### config.mk
export PLATFORM = sky130hd
export DESIGN_NAME = input_capture_dedicated_timer
export DESIGN_NICKNAME = d
export VERILOG_FILES = /design/src/hw/capture_pkg.sv /design/src/hw/capture_edge_prescaler.sv /design/src/hw/capture_fifo.sv /design/src/hw/input_capture_dedicated_timer.sv
export VERILOG_INCLUDE_DIRS = /design/src /design/src/hw
export SDC_FILE = /design/constraint.sdc
export NUM_CORES = 1
export LEC_CHECK = 0
export BUFFER_PORTS_ARGS = -buffer_cell sky130_fd_sc_hd__buf_4
export CAP_MARGIN = 30
export CORE_ASPECT_RATIO = 0.8
export CORE_MARGIN = 4
export CORE_UTILIZATION = 35
export CTS_CLUSTER_SIZE = 12
export DETAILED_ROUTE_END_ITERATION = 10
export MAX_ROUTING_LAYER = met4
export PLACE_DENSITY = 0.62
export REMOVE_ABC_BUFFERS = 1
export SETUP_SLACK_MARGIN = 0.5
export SLEW_MARGIN = 20
export SYNTH_ARGS = -nofsm -noshare
export SYNTH_HDL_FRONTEND = slang
export SYNTH_SLANG_ARGS = --single-unit
### constraint.sdc
create_clock -name mclk -period 2.32 [get_ports mclk]
set_input_delay 0.232 -clock mclk [delete_from_list [all_inputs] [get_ports mclk]]
set_output_delay 0.232 -clock mclk [all_outputs]
set_load 0.05 [all_outputs]
### src/hw/capture_defines.svh
// Register map, field positions, codes and reset values of the capture channel.
`ifndef CAPTURE_DEFINES_SVH
`define CAPTURE_DEFINES_SVH

// ************************************************************
// Register byte offsets on the bus
// ************************************************************
`define CAP_ADR_CONTROL_ONE  4'h0
`define CAP_ADR_CONTROL_TWO  4'h4
`define CAP_ADR_BUFFER       4'h8
`define CAP_ADR_COUNTER      4'hc

// ************************************************************
// Control one field positions
// ************************************************************
`define CAP_C1_HALT_IDLE     13
`define CAP_C1_TSEL_LSB      10
`define CAP_C1_ICI_LSB       5
`define CAP_C1_OVERFLOW      4
`define CAP_C1_NOT_EMPTY     3
`define CAP_C1_MODE_LSB      0

// ************************************************************
// Control two field positions
// ************************************************************
`define CAP_C2_CASCADE       8
`define CAP_C2_TRIG_SELECT   7
`define CAP_C2_TRIG_RUNNING  6
`define CAP_C2_SYNC_LSB      0

// ************************************************************
// Capture mode codes
// ************************************************************
`define CAP_MODE_OFF         3'h0
`define CAP_MODE_BOTH_EDGES  3'h1
`define CAP_MODE_FALLING     3'h2
`define CAP_MODE_RISING      3'h3
`define CAP_MODE_EVERY_4TH   3'h4
`define CAP_MODE_EVERY_16TH  3'h5
`define CAP_MODE_UNUSED      3'h6
`define CAP_MODE_WAKE_IRQ    3'h7

// ************************************************************
// Time base select codes
// ************************************************************
`define CAP_TSEL_TIMER3      3'h0
`define CAP_TSEL_TIMER2      3'h1
`define CAP_TSEL_TIMER4      3'h2
`define CAP_TSEL_TIMER5      3'h3
`define CAP_TSEL_TIMER1      3'h4
`define CAP_TSEL_SYSCLK      3'h7

// ************************************************************
// Sync source codes, prescale counts, reset values
// ************************************************************
`define CAP_SYNC_NONE        5'h00
`define CAP_PRESCALE_4_LAST  4'h3
`define CAP_PRESCALE_16_LAST 4'hf
`define CAP_COUNT_ALL_ONES   16'hffff
`define CAP_RESET_VALUE      16'h0000
`define CAP_FIFO_DEPTH       4

`endif

### src/hw/capture_pkg.sv
// Types shared by the capture channel files.
package capture_pkg;
	typedef logic [15:0] count_t;
	typedef logic [2:0]  mode_code_t;
	typedef logic [2:0]  tsel_code_t;
	typedef logic [4:0]  source_code_t;
	typedef logic [1:0]  fifo_ptr_t;
endpackage : capture_pkg

### src/hw/capture_edge_prescaler.sv
// Edge detector and rising-edge prescaler for the capture pin.
`timescale 1ns/1ps
`include "capture_defines.svh"

module capture_edge_prescaler
	import capture_pkg::*;
(
	// Clock and reset.
	input  wire logic        mclk,
	input  wire logic        nrst,
	// Synchronised pin level and configuration.
	input  wire logic        pinLevel,
	input  wire logic        enable,
	input  wire mode_code_t  mode,
	// Edge results.
	output logic             capturePulse,
	output logic             risePulse
);

	logic       level_q;
	logic [3:0] rises_q;
	logic       rise;
	logic       fall;
	logic [3:0] lastCount;

	assign rise      = pinLevel & ~level_q;
	assign fall      = ~pinLevel & level_q;
	assign lastCount = (mode == `CAP_MODE_EVERY_16TH) ? `CAP_PRESCALE_16_LAST : `CAP_PRESCALE_4_LAST;

	// Previous level for edge detection.
	always_ff @(posedge mclk or negedge nrst) begin
		if (!nrst) begin
			level_q <= 1'b0;
		end else begin
			level_q <= pinLevel;
		end
	end

	// Rising edge count; cleared while disabled so the prescale restarts clean.
	always_ff @(posedge mclk or negedge nrst) begin
		if (!nrst) begin
			rises_q <= 4'h0;
		end else if (!enable) begin
			rises_q <= 4'h0;
		end else if (rise) begin
			rises_q <= (rises_q == lastCount) ? 4'h0 : rises_q + 4'h1;
		end
	end

	// Capture decision per mode.
	always_ff @(posedge mclk or negedge nrst) begin
		if (!nrst) begin
			capturePulse <= 1'b0;
			risePulse    <= 1'b0;
		end else begin
			risePulse <= rise;
			case (mode)
				`CAP_MODE_BOTH_EDGES: capturePulse <= enable & (rise | fall);
				`CAP_MODE_FALLING:    capturePulse <= enable & fall;
				`CAP_MODE_RISING:     capturePulse <= enable & rise;
				`CAP_MODE_EVERY_4TH,
				`CAP_MODE_EVERY_16TH: capturePulse <= enable & rise & (rises_q == lastCount);
				default:              capturePulse <= 1'b0;
			endcase
		end
	end

endmodule : capture_edge_prescaler

### src/hw/capture_fifo.sv
// Four-entry first-in first-out store of captured counts.
`timescale 1ns/1ps
`include "capture_defines.svh"

module capture_fifo
	import capture_pkg::*;
(
	// Clock and reset.
	input  wire logic   mclk,
	input  wire logic   nrst,
	// Control.
	input  wire logic   flush,
	input  wire logic   push,
	input  wire count_t pushData,
	input  wire logic   pop,
	// State.
	output count_t      headData,
	output logic        notEmpty,
	output logic        full
);

	count_t    store [`CAP_FIFO_DEPTH];
	fifo_ptr_t wrPtr_q;
	fifo_ptr_t rdPtr_q;
	logic [2:0] fill_q;
	logic       doPush;
	logic       doPop;

	assign doPush   = push & (fill_q != 3'(`CAP_FIFO_DEPTH));
	assign doPop    = pop & (fill_q != 3'h0);
	assign headData = store[rdPtr_q];
	assign notEmpty = (fill_q != 3'h0);
	assign full     = (fill_q == 3'(`CAP_FIFO_DEPTH));

	// Storage array, written at the write pointer.
	always_ff @(posedge mclk) begin
		if (doPush) begin
			store[wrPtr_q] <= pushData;
		end
	end

	// Pointers and fill level; push and pop in one cycle keep the level unless the store is full or empty.
	always_ff @(posedge mclk or negedge nrst) begin
		if (!nrst) begin
			wrPtr_q <= 2'h0;
			rdPtr_q <= 2'h0;
			fill_q  <= 3'h0;
		end else if (flush) begin
			wrPtr_q <= 2'h0;
			rdPtr_q <= 2'h0;
			fill_q  <= 3'h0;
		end else begin
			if (doPush) begin
				wrPtr_q <= wrPtr_q + 2'h1;
			end
			if (doPop) begin
				rdPtr_q <= rdPtr_q + 2'h1;
			end
			fill_q <= fill_q + {2'h0, doPush} - {2'h0, doPop};
		end
	end

endmodule : capture_fifo

### src/hw/input_capture_dedicated_timer.sv
// One input capture channel with its own 16-bit time base and a Wishbone register port.
`timescale 1ns/1ps
`include "capture_defines.svh"

module input_capture_dedicated_timer
	import capture_pkg::*;
#(
	parameter logic UPPER_HALF = 1'b0
) (
	// Clock and reset.
	input  wire logic        mclk,
	input  wire logic        nrst,
	// Wishbone slave.
	input  wire logic        wb_cyc_i,
	input  wire logic        wb_stb_i,
	input  wire logic        wb_we_i,
	input  wire logic [3:0]  wb_adr_i,
	input  wire logic [31:0] wb_dat_i,
	input  wire logic [3:0]  wb_sel_i,
	output logic      [31:0] wb_dat_o,
	output logic             wb_ack_o,
	// Capture pin, asynchronous.
	input  wire logic        captureInput,
	// CPU power state.
	input  wire logic        cpuIdle,
	input  wire logic        cpuSleep,
	// Timer tick enables, bit 0 is timer 1 up to bit 4 timer 5.
	input  wire logic [4:0]  timerTicks,
	// Sync and trigger event pulses indexed by source code.
	input  wire logic [31:0] syncEvents,
	// Cascade partner, the lower channel of the pair.
	input  wire logic        partnerCarry,
	input  wire logic        partnerCapture,
	// Channel events.
	output logic             captureIrq,
	output logic             captureStrobe,
	output logic             carryOut
);

	// ************************************************************
	// Decoding helpers
	// ************************************************************

	// Pick the counter tick for a time base code; reserved codes never tick.
	function automatic logic timeBaseTick(input tsel_code_t sel, input logic [4:0] ticks);
		case (sel)
			`CAP_TSEL_SYSCLK: timeBaseTick = 1'b1;
			`CAP_TSEL_TIMER1: timeBaseTick = ticks[0];
			`CAP_TSEL_TIMER5: timeBaseTick = ticks[4];
			`CAP_TSEL_TIMER4: timeBaseTick = ticks[3];
			`CAP_TSEL_TIMER2: timeBaseTick = ticks[1];
			`CAP_TSEL_TIMER3: timeBaseTick = ticks[2];
			default:          timeBaseTick = 1'b0;
		endcase
	endfunction : timeBaseTick

	// True for a source code that names a real event source.
	function automatic logic sourceImplemented(input source_code_t code);
		sourceImplemented = (code >= 5'h01 && code <= 5'h06) || (code >= 5'h0b && code <= 5'h0f)
			|| (code >= 5'h10 && code <= 5'h15) || (code >= 5'h18 && code <= 5'h1c);
	endfunction : sourceImplemented

	// True for a mode code that runs the counter and captures.
	function automatic logic modeCaptures(input mode_code_t code);
		modeCaptures = (code != `CAP_MODE_OFF) && (code != `CAP_MODE_UNUSED)
			&& (code != `CAP_MODE_WAKE_IRQ);
	endfunction : modeCaptures

	// ************************************************************
	// Register state
	// ************************************************************
	logic         haltInIdle_q;
	tsel_code_t   timeBaseSelect_q;
	logic [1:0]   capturesPerInterrupt_q;
	logic         captureOverflowFlag_q;
	mode_code_t   captureMode_q;
	logic         cascadeEnable_q;
	logic         syncOrTriggerSelect_q;
	logic         triggerRunning_q;
	source_code_t syncSourceSelect_q;
	count_t       captureCounter_q;
	logic [1:0]   irqCount_q;
	logic         pinMeta_q;
	logic         pinSync_q;

	// ************************************************************
	// Bus decode
	// ************************************************************
	logic   busTake;
	logic   wrOne;
	logic   wrTwo;
	logic   rdBuffer;
	count_t bufferHead;
	logic   bufferNotEmpty;
	logic   bufferFull;

	// A request is taken once; ack follows in the next cycle and drops after one.
	assign busTake  = wb_cyc_i & wb_stb_i & ~wb_ack_o;
	assign wrOne    = busTake & wb_we_i & (wb_adr_i == `CAP_ADR_CONTROL_ONE);
	assign wrTwo    = busTake & wb_we_i & (wb_adr_i == `CAP_ADR_CONTROL_TWO);
	assign rdBuffer = busTake & ~wb_we_i & (wb_adr_i == `CAP_ADR_BUFFER);

	// ************************************************************
	// Channel control terms
	// ************************************************************
	logic frozen;
	logic active;
	logic run;
	logic heldClear;
	logic sourceEvent;
	logic cascadeUpper;
	logic tick;
	logic syncReset;
	logic edgeCapture;
	logic pinRise;
	logic captureEvent;
	logic counterWraps;

	assign frozen       = haltInIdle_q & cpuIdle;
	assign active       = modeCaptures(captureMode_q);
	assign run          = active & ~frozen;
	assign heldClear    = syncOrTriggerSelect_q & ~triggerRunning_q;
	assign sourceEvent  = sourceImplemented(syncSourceSelect_q) & syncEvents[syncSourceSelect_q];
	assign cascadeUpper = cascadeEnable_q & UPPER_HALF;
	assign tick         = cascadeUpper ? partnerCarry : timeBaseTick(timeBaseSelect_q, timerTicks);
	assign syncReset    = ~syncOrTriggerSelect_q & sourceEvent;
	assign captureEvent = run & ~heldClear & (cascadeUpper ? partnerCapture : edgeCapture);
	assign counterWraps = run & ~heldClear & ~syncReset & tick & (captureCounter_q == `CAP_COUNT_ALL_ONES);

	// ************************************************************
	// Pin synchroniser
	// ************************************************************

	// Two flops before any logic reads the pin.
	always_ff @(posedge mclk or negedge nrst) begin
		if (!nrst) begin
			pinMeta_q <= 1'b0;
			pinSync_q <= 1'b0;
		end else begin
			pinMeta_q <= captureInput;
			pinSync_q <= pinMeta_q;
		end
	end

	// ************************************************************
	// Edge detection and buffer
	// ************************************************************
	capture_edge_prescaler edges (
		.mclk         (mclk),
		.nrst         (nrst),
		.pinLevel     (pinSync_q),
		.enable       (run & ~heldClear),
		.mode         (captureMode_q),
		.capturePulse (edgeCapture),
		.risePulse    (pinRise)
	);

	capture_fifo buffer (
		.mclk     (mclk),
		.nrst     (nrst),
		.flush    (1'b0),
		.push     (captureEvent),
		.pushData (captureCounter_q),
		.pop      (rdBuffer),
		.headData (bufferHead),
		.notEmpty (bufferNotEmpty),
		.full     (bufferFull)
	);

	// ************************************************************
	// Control register one
	// ************************************************************

	// Software fields, with byte lanes honoured.
	always_ff @(posedge mclk or negedge nrst) begin
		if (!nrst) begin
			haltInIdle_q           <= 1'b0;
			timeBaseSelect_q       <= 3'h0;
			capturesPerInterrupt_q <= 2'h0;
			captureMode_q          <= `CAP_MODE_OFF;
		end else if (wrOne) begin
			if (wb_sel_i[1]) begin
				haltInIdle_q     <= wb_dat_i[`CAP_C1_HALT_IDLE];
				timeBaseSelect_q <= wb_dat_i[`CAP_C1_TSEL_LSB +: 3];
			end
			if (wb_sel_i[0]) begin
				capturesPerInterrupt_q <= wb_dat_i[`CAP_C1_ICI_LSB +: 2];
				captureMode_q          <= wb_dat_i[`CAP_C1_MODE_LSB +: 3];
			end
		end
	end

	// Overflow is hardware-owned: a lost capture sets it, switching off clears it.
	always_ff @(posedge mclk or negedge nrst) begin
		if (!nrst) begin
			captureOverflowFlag_q <= 1'b0;
		end else if (captureEvent & bufferFull) begin
			captureOverflowFlag_q <= 1'b1;
		end else if (captureMode_q == `CAP_MODE_OFF) begin
			captureOverflowFlag_q <= 1'b0;
		end
	end

	// ************************************************************
	// Control register two
	// ************************************************************

	// Cascade, trigger select and source select.
	always_ff @(posedge mclk or negedge nrst) begin
		if (!nrst) begin
			cascadeEnable_q       <= 1'b0;
			syncOrTriggerSelect_q <= 1'b0;
			syncSourceSelect_q    <= `CAP_SYNC_NONE;
		end else if (wrTwo) begin
			if (wb_sel_i[1]) begin
				cascadeEnable_q <= wb_dat_i[`CAP_C2_CASCADE];
			end
			if (wb_sel_i[0]) begin
				syncOrTriggerSelect_q <= wb_dat_i[`CAP_C2_TRIG_SELECT];
				syncSourceSelect_q    <= wb_dat_i[`CAP_C2_SYNC_LSB +: 5];
			end
		end
	end

	// A trigger from the source sets the bit even in the cycle software clears it.
	always_ff @(posedge mclk or negedge nrst) begin
		if (!nrst) begin
			triggerRunning_q <= 1'b0;
		end else if (syncOrTriggerSelect_q & sourceEvent) begin
			triggerRunning_q <= 1'b1;
		end else if (wrTwo & wb_sel_i[0]) begin
			triggerRunning_q <= wb_dat_i[`CAP_C2_TRIG_RUNNING];
		end
	end

	// ************************************************************
	// Time base counter
	// ************************************************************

	// Off or untriggered holds zero; halted in idle holds its value; else a sync event restarts or a tick counts.
	always_ff @(posedge mclk or negedge nrst) begin
		if (!nrst) begin
			captureCounter_q <= `CAP_RESET_VALUE;
		end else if (!active || heldClear) begin
			captureCounter_q <= `CAP_RESET_VALUE;
		end else if (run && syncReset) begin
			captureCounter_q <= `CAP_RESET_VALUE;
		end else if (run && tick) begin
			captureCounter_q <= captureCounter_q + 16'h0001;
		end
	end

	// ************************************************************
	// Interrupt pacing and channel event outputs
	// ************************************************************

	// Count captures; wake mode fires on a rising edge only when the CPU sleeps or idles.
	always_ff @(posedge mclk or negedge nrst) begin
		if (!nrst) begin
			irqCount_q <= 2'h0;
			captureIrq <= 1'b0;
		end else if (captureMode_q == `CAP_MODE_OFF) begin
			irqCount_q <= 2'h0;
			captureIrq <= 1'b0;
		end else if (captureMode_q == `CAP_MODE_WAKE_IRQ) begin
			irqCount_q <= 2'h0;
			captureIrq <= pinRise & (cpuSleep | cpuIdle);
		end else if (captureEvent && captureMode_q == `CAP_MODE_BOTH_EDGES) begin
			irqCount_q <= 2'h0;
			captureIrq <= 1'b1;
		end else if (captureEvent) begin
			irqCount_q <= (irqCount_q == capturesPerInterrupt_q) ? 2'h0 : irqCount_q + 2'h1;
			captureIrq <= (irqCount_q == capturesPerInterrupt_q);
		end else begin
			captureIrq <= 1'b0;
		end
	end

	// Pulses the partner and other channels may use as sync sources.
	always_ff @(posedge mclk or negedge nrst) begin
		if (!nrst) begin
			captureStrobe <= 1'b0;
			carryOut      <= 1'b0;
		end else begin
			captureStrobe <= captureEvent;
			carryOut      <= counterWraps;
		end
	end

	// ************************************************************
	// Bus answer
	// ************************************************************

	// Registered read data; unmapped addresses read zero and ignore writes.
	always_ff @(posedge mclk or negedge nrst) begin
		if (!nrst) begin
			wb_ack_o <= 1'b0;
			wb_dat_o <= 32'h0000_0000;
		end else begin
			wb_ack_o <= busTake;
			if (busTake && !wb_we_i) begin
				wb_dat_o <= 32'h0000_0000;
				case (wb_adr_i)
					`CAP_ADR_CONTROL_ONE: begin
						wb_dat_o[`CAP_C1_HALT_IDLE]       <= haltInIdle_q;
						wb_dat_o[`CAP_C1_TSEL_LSB +: 3]   <= timeBaseSelect_q;
						wb_dat_o[`CAP_C1_ICI_LSB +: 2]    <= capturesPerInterrupt_q;
						wb_dat_o[`CAP_C1_OVERFLOW]        <= captureOverflowFlag_q;
						wb_dat_o[`CAP_C1_NOT_EMPTY]       <= bufferNotEmpty;
						wb_dat_o[`CAP_C1_MODE_LSB +: 3]   <= captureMode_q;
					end
					`CAP_ADR_CONTROL_TWO: begin
						wb_dat_o[`CAP_C2_CASCADE]         <= cascadeEnable_q;
						wb_dat_o[`CAP_C2_TRIG_SELECT]     <= syncOrTriggerSelect_q;
						wb_dat_o[`CAP_C2_TRIG_RUNNING]    <= triggerRunning_q;
						wb_dat_o[`CAP_C2_SYNC_LSB +: 5]   <= syncSourceSelect_q;
					end
					`CAP_ADR_BUFFER: begin
						wb_dat_o[15:0] <= bufferNotEmpty ? bufferHead : 16'h0000;
					end
					`CAP_ADR_COUNTER: begin
						wb_dat_o[15:0] <= captureCounter_q;
					end
					default: begin
						wb_dat_o <= 32'h0000_0000;
					end
				endcase
			end
		end
	end

endmodule : input_capture_dedicated_timer

==> key figures <==
Route
  • Final antenna-violating net count: 0
  • Via/cell ratio: 5.23
  • Post-route DRC: 0
  • WL met3: 1240 um
  • Via Count: 4769
  • Drt pass-1 iters: 7
  • Uppermost layer routed: met4
  • Final wirelength: 17200 um
  • Wl on met1: 7730 um
  • Met2 wire length: 7970 um
  • WL/cell: 18.8 um
  • Detailed Route Iter0 Violations: 425

STA
  • Max Slew Vio Count: 0
  • Max_slew headroom: between 60 and 70%
  • Final Hold Viols: 0
  • RSZ-0062 raised after global routing: yes
  • Post-layout min period: 2.24 ns
  • Count of final setup violators: 0
  • Period utilisation layout: 96.7%
  • Clk_skew: 0.0103 ns
  • Fmax: around 450 MHz
  • Hold Slack: 0.0462 ns
  • Worst slew pin tran: between 0.5 and 0.6 ns

Global route
  • Global-route wire length before repair: about 26000 um
  • GRT Util Overall: 16.8%
  • Largest net degree at the start of global routing: 73
  • Congestion Overflow GR: 0
  • Vias in the first global route: roughly 4700
  • Initial antenna violation count: 0

Placed design
  • Port Buf Inserts: 83
  • Final RePlAce weighted congestion: 0.842
  • Inst Count DP: 851
  • HPWL after detailed placement: 11800 um
  • Placement Cell Area: 7540 sq um

Clocking
  • H-tree depth: 4
  • Clk_lat worst skew: 0.42 ns
  • Clk buf depth: 2
  • Root buffer cell: clkbuf_16
  • Clock transition at path regs: roughly 0.06 ns
  • CTS tree: built
  • TritonCTS buffer count: 17
  • CTS sink count: between 100 and 150

Worst hold path
  • Hold crit path type: in -> reg
  • Hold_sp: wb_dat_i[13]
  • Worst Hold End: haltInIdle_q$_DFFE_PN0P_
  • Hold depth: 2

Pwr
  • Power, Total: 6120 uW
  • Worst IR Drop VDD: 0.000448 V
  • Leakage: approximately 0.0036 uW
  • Power per cell area: 717 nW/um^2

Final layout
  • Commonest non-fill, non-tap cells in the layout: buf_4 (136), dfrtp_1 (66), edfxtp_1 (64), nand2_1 (39), mux2i_1 (21)
  • Syn-to-layout area delta: 30.8%
  • Cell area after layout: 8530 sq um
  • ANT cells: 0
  • Final-stage net count: 744
  • Layout cells sized above 1: 37.9%
  • Most common cell after layout, fill and taps aside: buf_4
  • Fillers: about 1600
  • Multi-input gate area: 2690 sq um
  • Final non-filler cell total: ~910
  • Register area: between 3000 and 4000 sq um

Worst setup path
  • Crit Path Class: reg -> reg
  • Critical path's slowest cell: or3_4
  • Critical path, cell by cell: or3_4 -> nor4_4 -> buf_4 -> ha_4 -> inv_2 -> ha_4 -> fa_2 -> xnor2_2 -> xnor2_1
  • CP required: 2.62 ns
  • Kind of cell adding the most delay to the critical path: simple AND/OR/NAND/NOR gates
  • Buf/Inv on CP: 2
  • Max FO, Critical Path: 2
  • Startpoint Class: flop
  • Reg2reg end: buffer.fill_q[2]$_DFF_PN0_
  • CP max stage delay: ~0.4 ns
  • CP Capture Type: flop
  • CP arrival: roughly 2.5 ns
  • Depth of the worst register-to-register path: 9
  • Worst r2r src: wb_ack_o$_DFF_PN0_
  • CP most frequent cell: ha_4
  • FF-to-FF setup slack: 0.08 ns

Logic synthesis
  • Post-Syn Area per Cell: 12.9 sq um
  • Seq/Total Area, Yosys: 57.1%
  • Largest family of logic cells by synthesized area: multiplexers
  • Mux contribution to synthesized area: 12.6%
  • Synth Instances: 506
  • Number of synthesized register bits: 136
  • Adder-Cell Fraction of Synth Area: 2.22%
  • Post-synth EDFFs: between 60 and 70
  • Primary FF master, synth: dfrtp_1
  • Synth warn: 0
  • Synth async-reset ratio: between 50 and 60%
  • Synth Area in XOR/XNOR: 2.82%
  • Area share of and/or/nand/nor cells after synthesis: 11.1%
  • Synth unique cells: 60
  • Mapped Area: roughly 6500 sq um
  • Compound-gate portion of the synthesized area: 9.36%

Floorplanning
  • Die Wd: about 160 um
  • Die Span Y: 130 um
  • Initial Utilization: 35.8%
  • Die area: 20900 sq um
  • Cell Rows: 44
  • Num ports: roughly 120
  • Core Area: 18200 sq um

Status
  • Outcome: finished, final reports clean

Flow run
  • Max Cap Viol: 0
worst max-delay path by stage:
stage          slack (ns)          startpoint  depth (start not counted)                    endpoint
2_1_floorplan       -0.41  wb_ack_o$_DFF_PN0_                          8  buffer.fill_q[2]$_DFF_PN0_
3_3_place_gp         0.02             wb_we_i                         10  buffer.fill_q[2]$_DFF_PN0_
3_5_place_dp         0.02  wb_ack_o$_DFF_PN0_                          9  buffer.fill_q[2]$_DFF_PN0_
4_1_cts              0.09  wb_ack_o$_DFF_PN0_                          9  buffer.fill_q[2]$_DFF_PN0_
5_1_grt             0.006  wb_ack_o$_DFF_PN0_                          9  buffer.fill_q[2]$_DFF_PN0_
6_report             0.08  wb_ack_o$_DFF_PN0_                          9  buffer.fill_q[2]$_DFF_PN0_
metal layers:
metal / track usage [%] / up-vias
met5: - / -
met4: 5.72 / 0
met3: 4.77 / 16
met2: 24.4 / 193
met1: 22.6 / 2404
li1: - / 2156
report_power, final:
part / total (uW) / internal, uW / switching, uW
Sequential: 2660 / 2580 / 78.5
Clock: 2580 / 1600 / 984
Combinational: 882 / 406 / 476
per-stage QoR:
step | setup WS [ns] | utilization (%) | TNS [ns]
3_5_place_dp | 0.0160 | 41.4 | 0
2_1_floorplan | -0.411 | - | -0.686
6_report | 0.0773 | 46.8 | 0
3_3_place_gp | 0.0190 | 41.4 | 0
4_1_cts | 0.0852 | 45.2 | 0
5_1_grt | 0.00617 | 46.8 | 0
final cells by class:
cell class              instances  share of cell area [%]
flip-flops and latches        136                    43.7
repair buffers                147                    14.0
clock inverters                10                    1.22
inverters                      12                   0.528
multi-input cells             332                    31.5
clock buffers                  22                    5.32
well taps                     253                    3.71
timing repair:
item | CTS | global route
gates resized for setup | 18 | 28
setup endpoints to repair | 89 | 116
pin swaps | 1 | 7
buffers inserted | 4 | 20
hold buffers | 1 | 1
endpoints found under the hold margin | 1 | 30
gates cloned | 1 | 1
cells in the mapped netlist (all sizes together) (2+ instances only):
cell type / number / share of area, %
a211oi: 16 / 1.9
a21oi: 19 / 1.5
a222oi: 7 / 1.1
a22o: 4 / 0.54
a22oi: 5 / 0.58
a31oi: 2 / 0.42
and2: 7 / 0.67
and3: 11 / 1.1
buf: 28 / 3.3
clkbuf: 14 / 0.81
dfrtp: 72 / 28
edfxtp: 64 / 29
ha: 10 / 1.9
inv: 12 / 0.69
mux2: 20 / 3.5
mux2i: 21 / 3.2
mux4: 17 / 5.9
nand2: 40 / 2.3
nand2b: 7 / 0.67
nand3: 16 / 1.3
nand4: 14 / 1.3
nor2: 20 / 1.2
nor2b: 5 / 0.48
nor3: 7 / 0.61
nor4: 2 / 0.38
o211ai: 2 / 0.23
o21ai: 21 / 1.6
o31ai: 2 / 0.23
or3: 2 / 0.27
xnor2: 5 / 0.67
xor2: 16 / 2.1
worst register-to-register path, delay by kind of cell, from the launching register on:
| family | cells | cell delay [ns] |
|---|---|---|
| and+or+nand+nor | 2 | 0.65 |
| xor gates and xnor gates | 2 | 0.27 |
| adders and majority gates | 3 | 0.62 |
| DFF | 1 | 0.38 |
| buffers and inverters | 2 | 0.21 |
cells by family (layout without fill, tap and decap cells):
logic type / Yosys count / count (layout)
multiplexers: 58 / 58
AND/OR/NAND/NOR: 138 / 138
other: 1 / 16
flip-flops: 136 / 136
buffers and inverters: 54 / 191
XOR/XNOR: 21 / 21
AO/OA/AOI/OAI: 87 / 88
adder cells (fa/ha/maj): 11 / 11
sequential cells by signal, indices dropped and copies added, names as in the netlist, 2 cells and up:
| signal | count |
|---|---|
| edges.rises_q | 4 |
| timeBaseSelect_q | 3 |
| captureMode_q | 3 |
| wb_dat_o | 16 |
| syncSourceSelect_q | 5 |
| buffer.fill_q | 3 |
| buffer.rdPtr_q | 2 |
| capturesPerInterrupt_q | 2 |
| buffer.wrPtr_q | 2 |
| buffer.store | 64 |
| irqCount_q | 2 |
| captureCounter_q | 16 |
No activity file was read; power rests on OpenSTA's default activity.
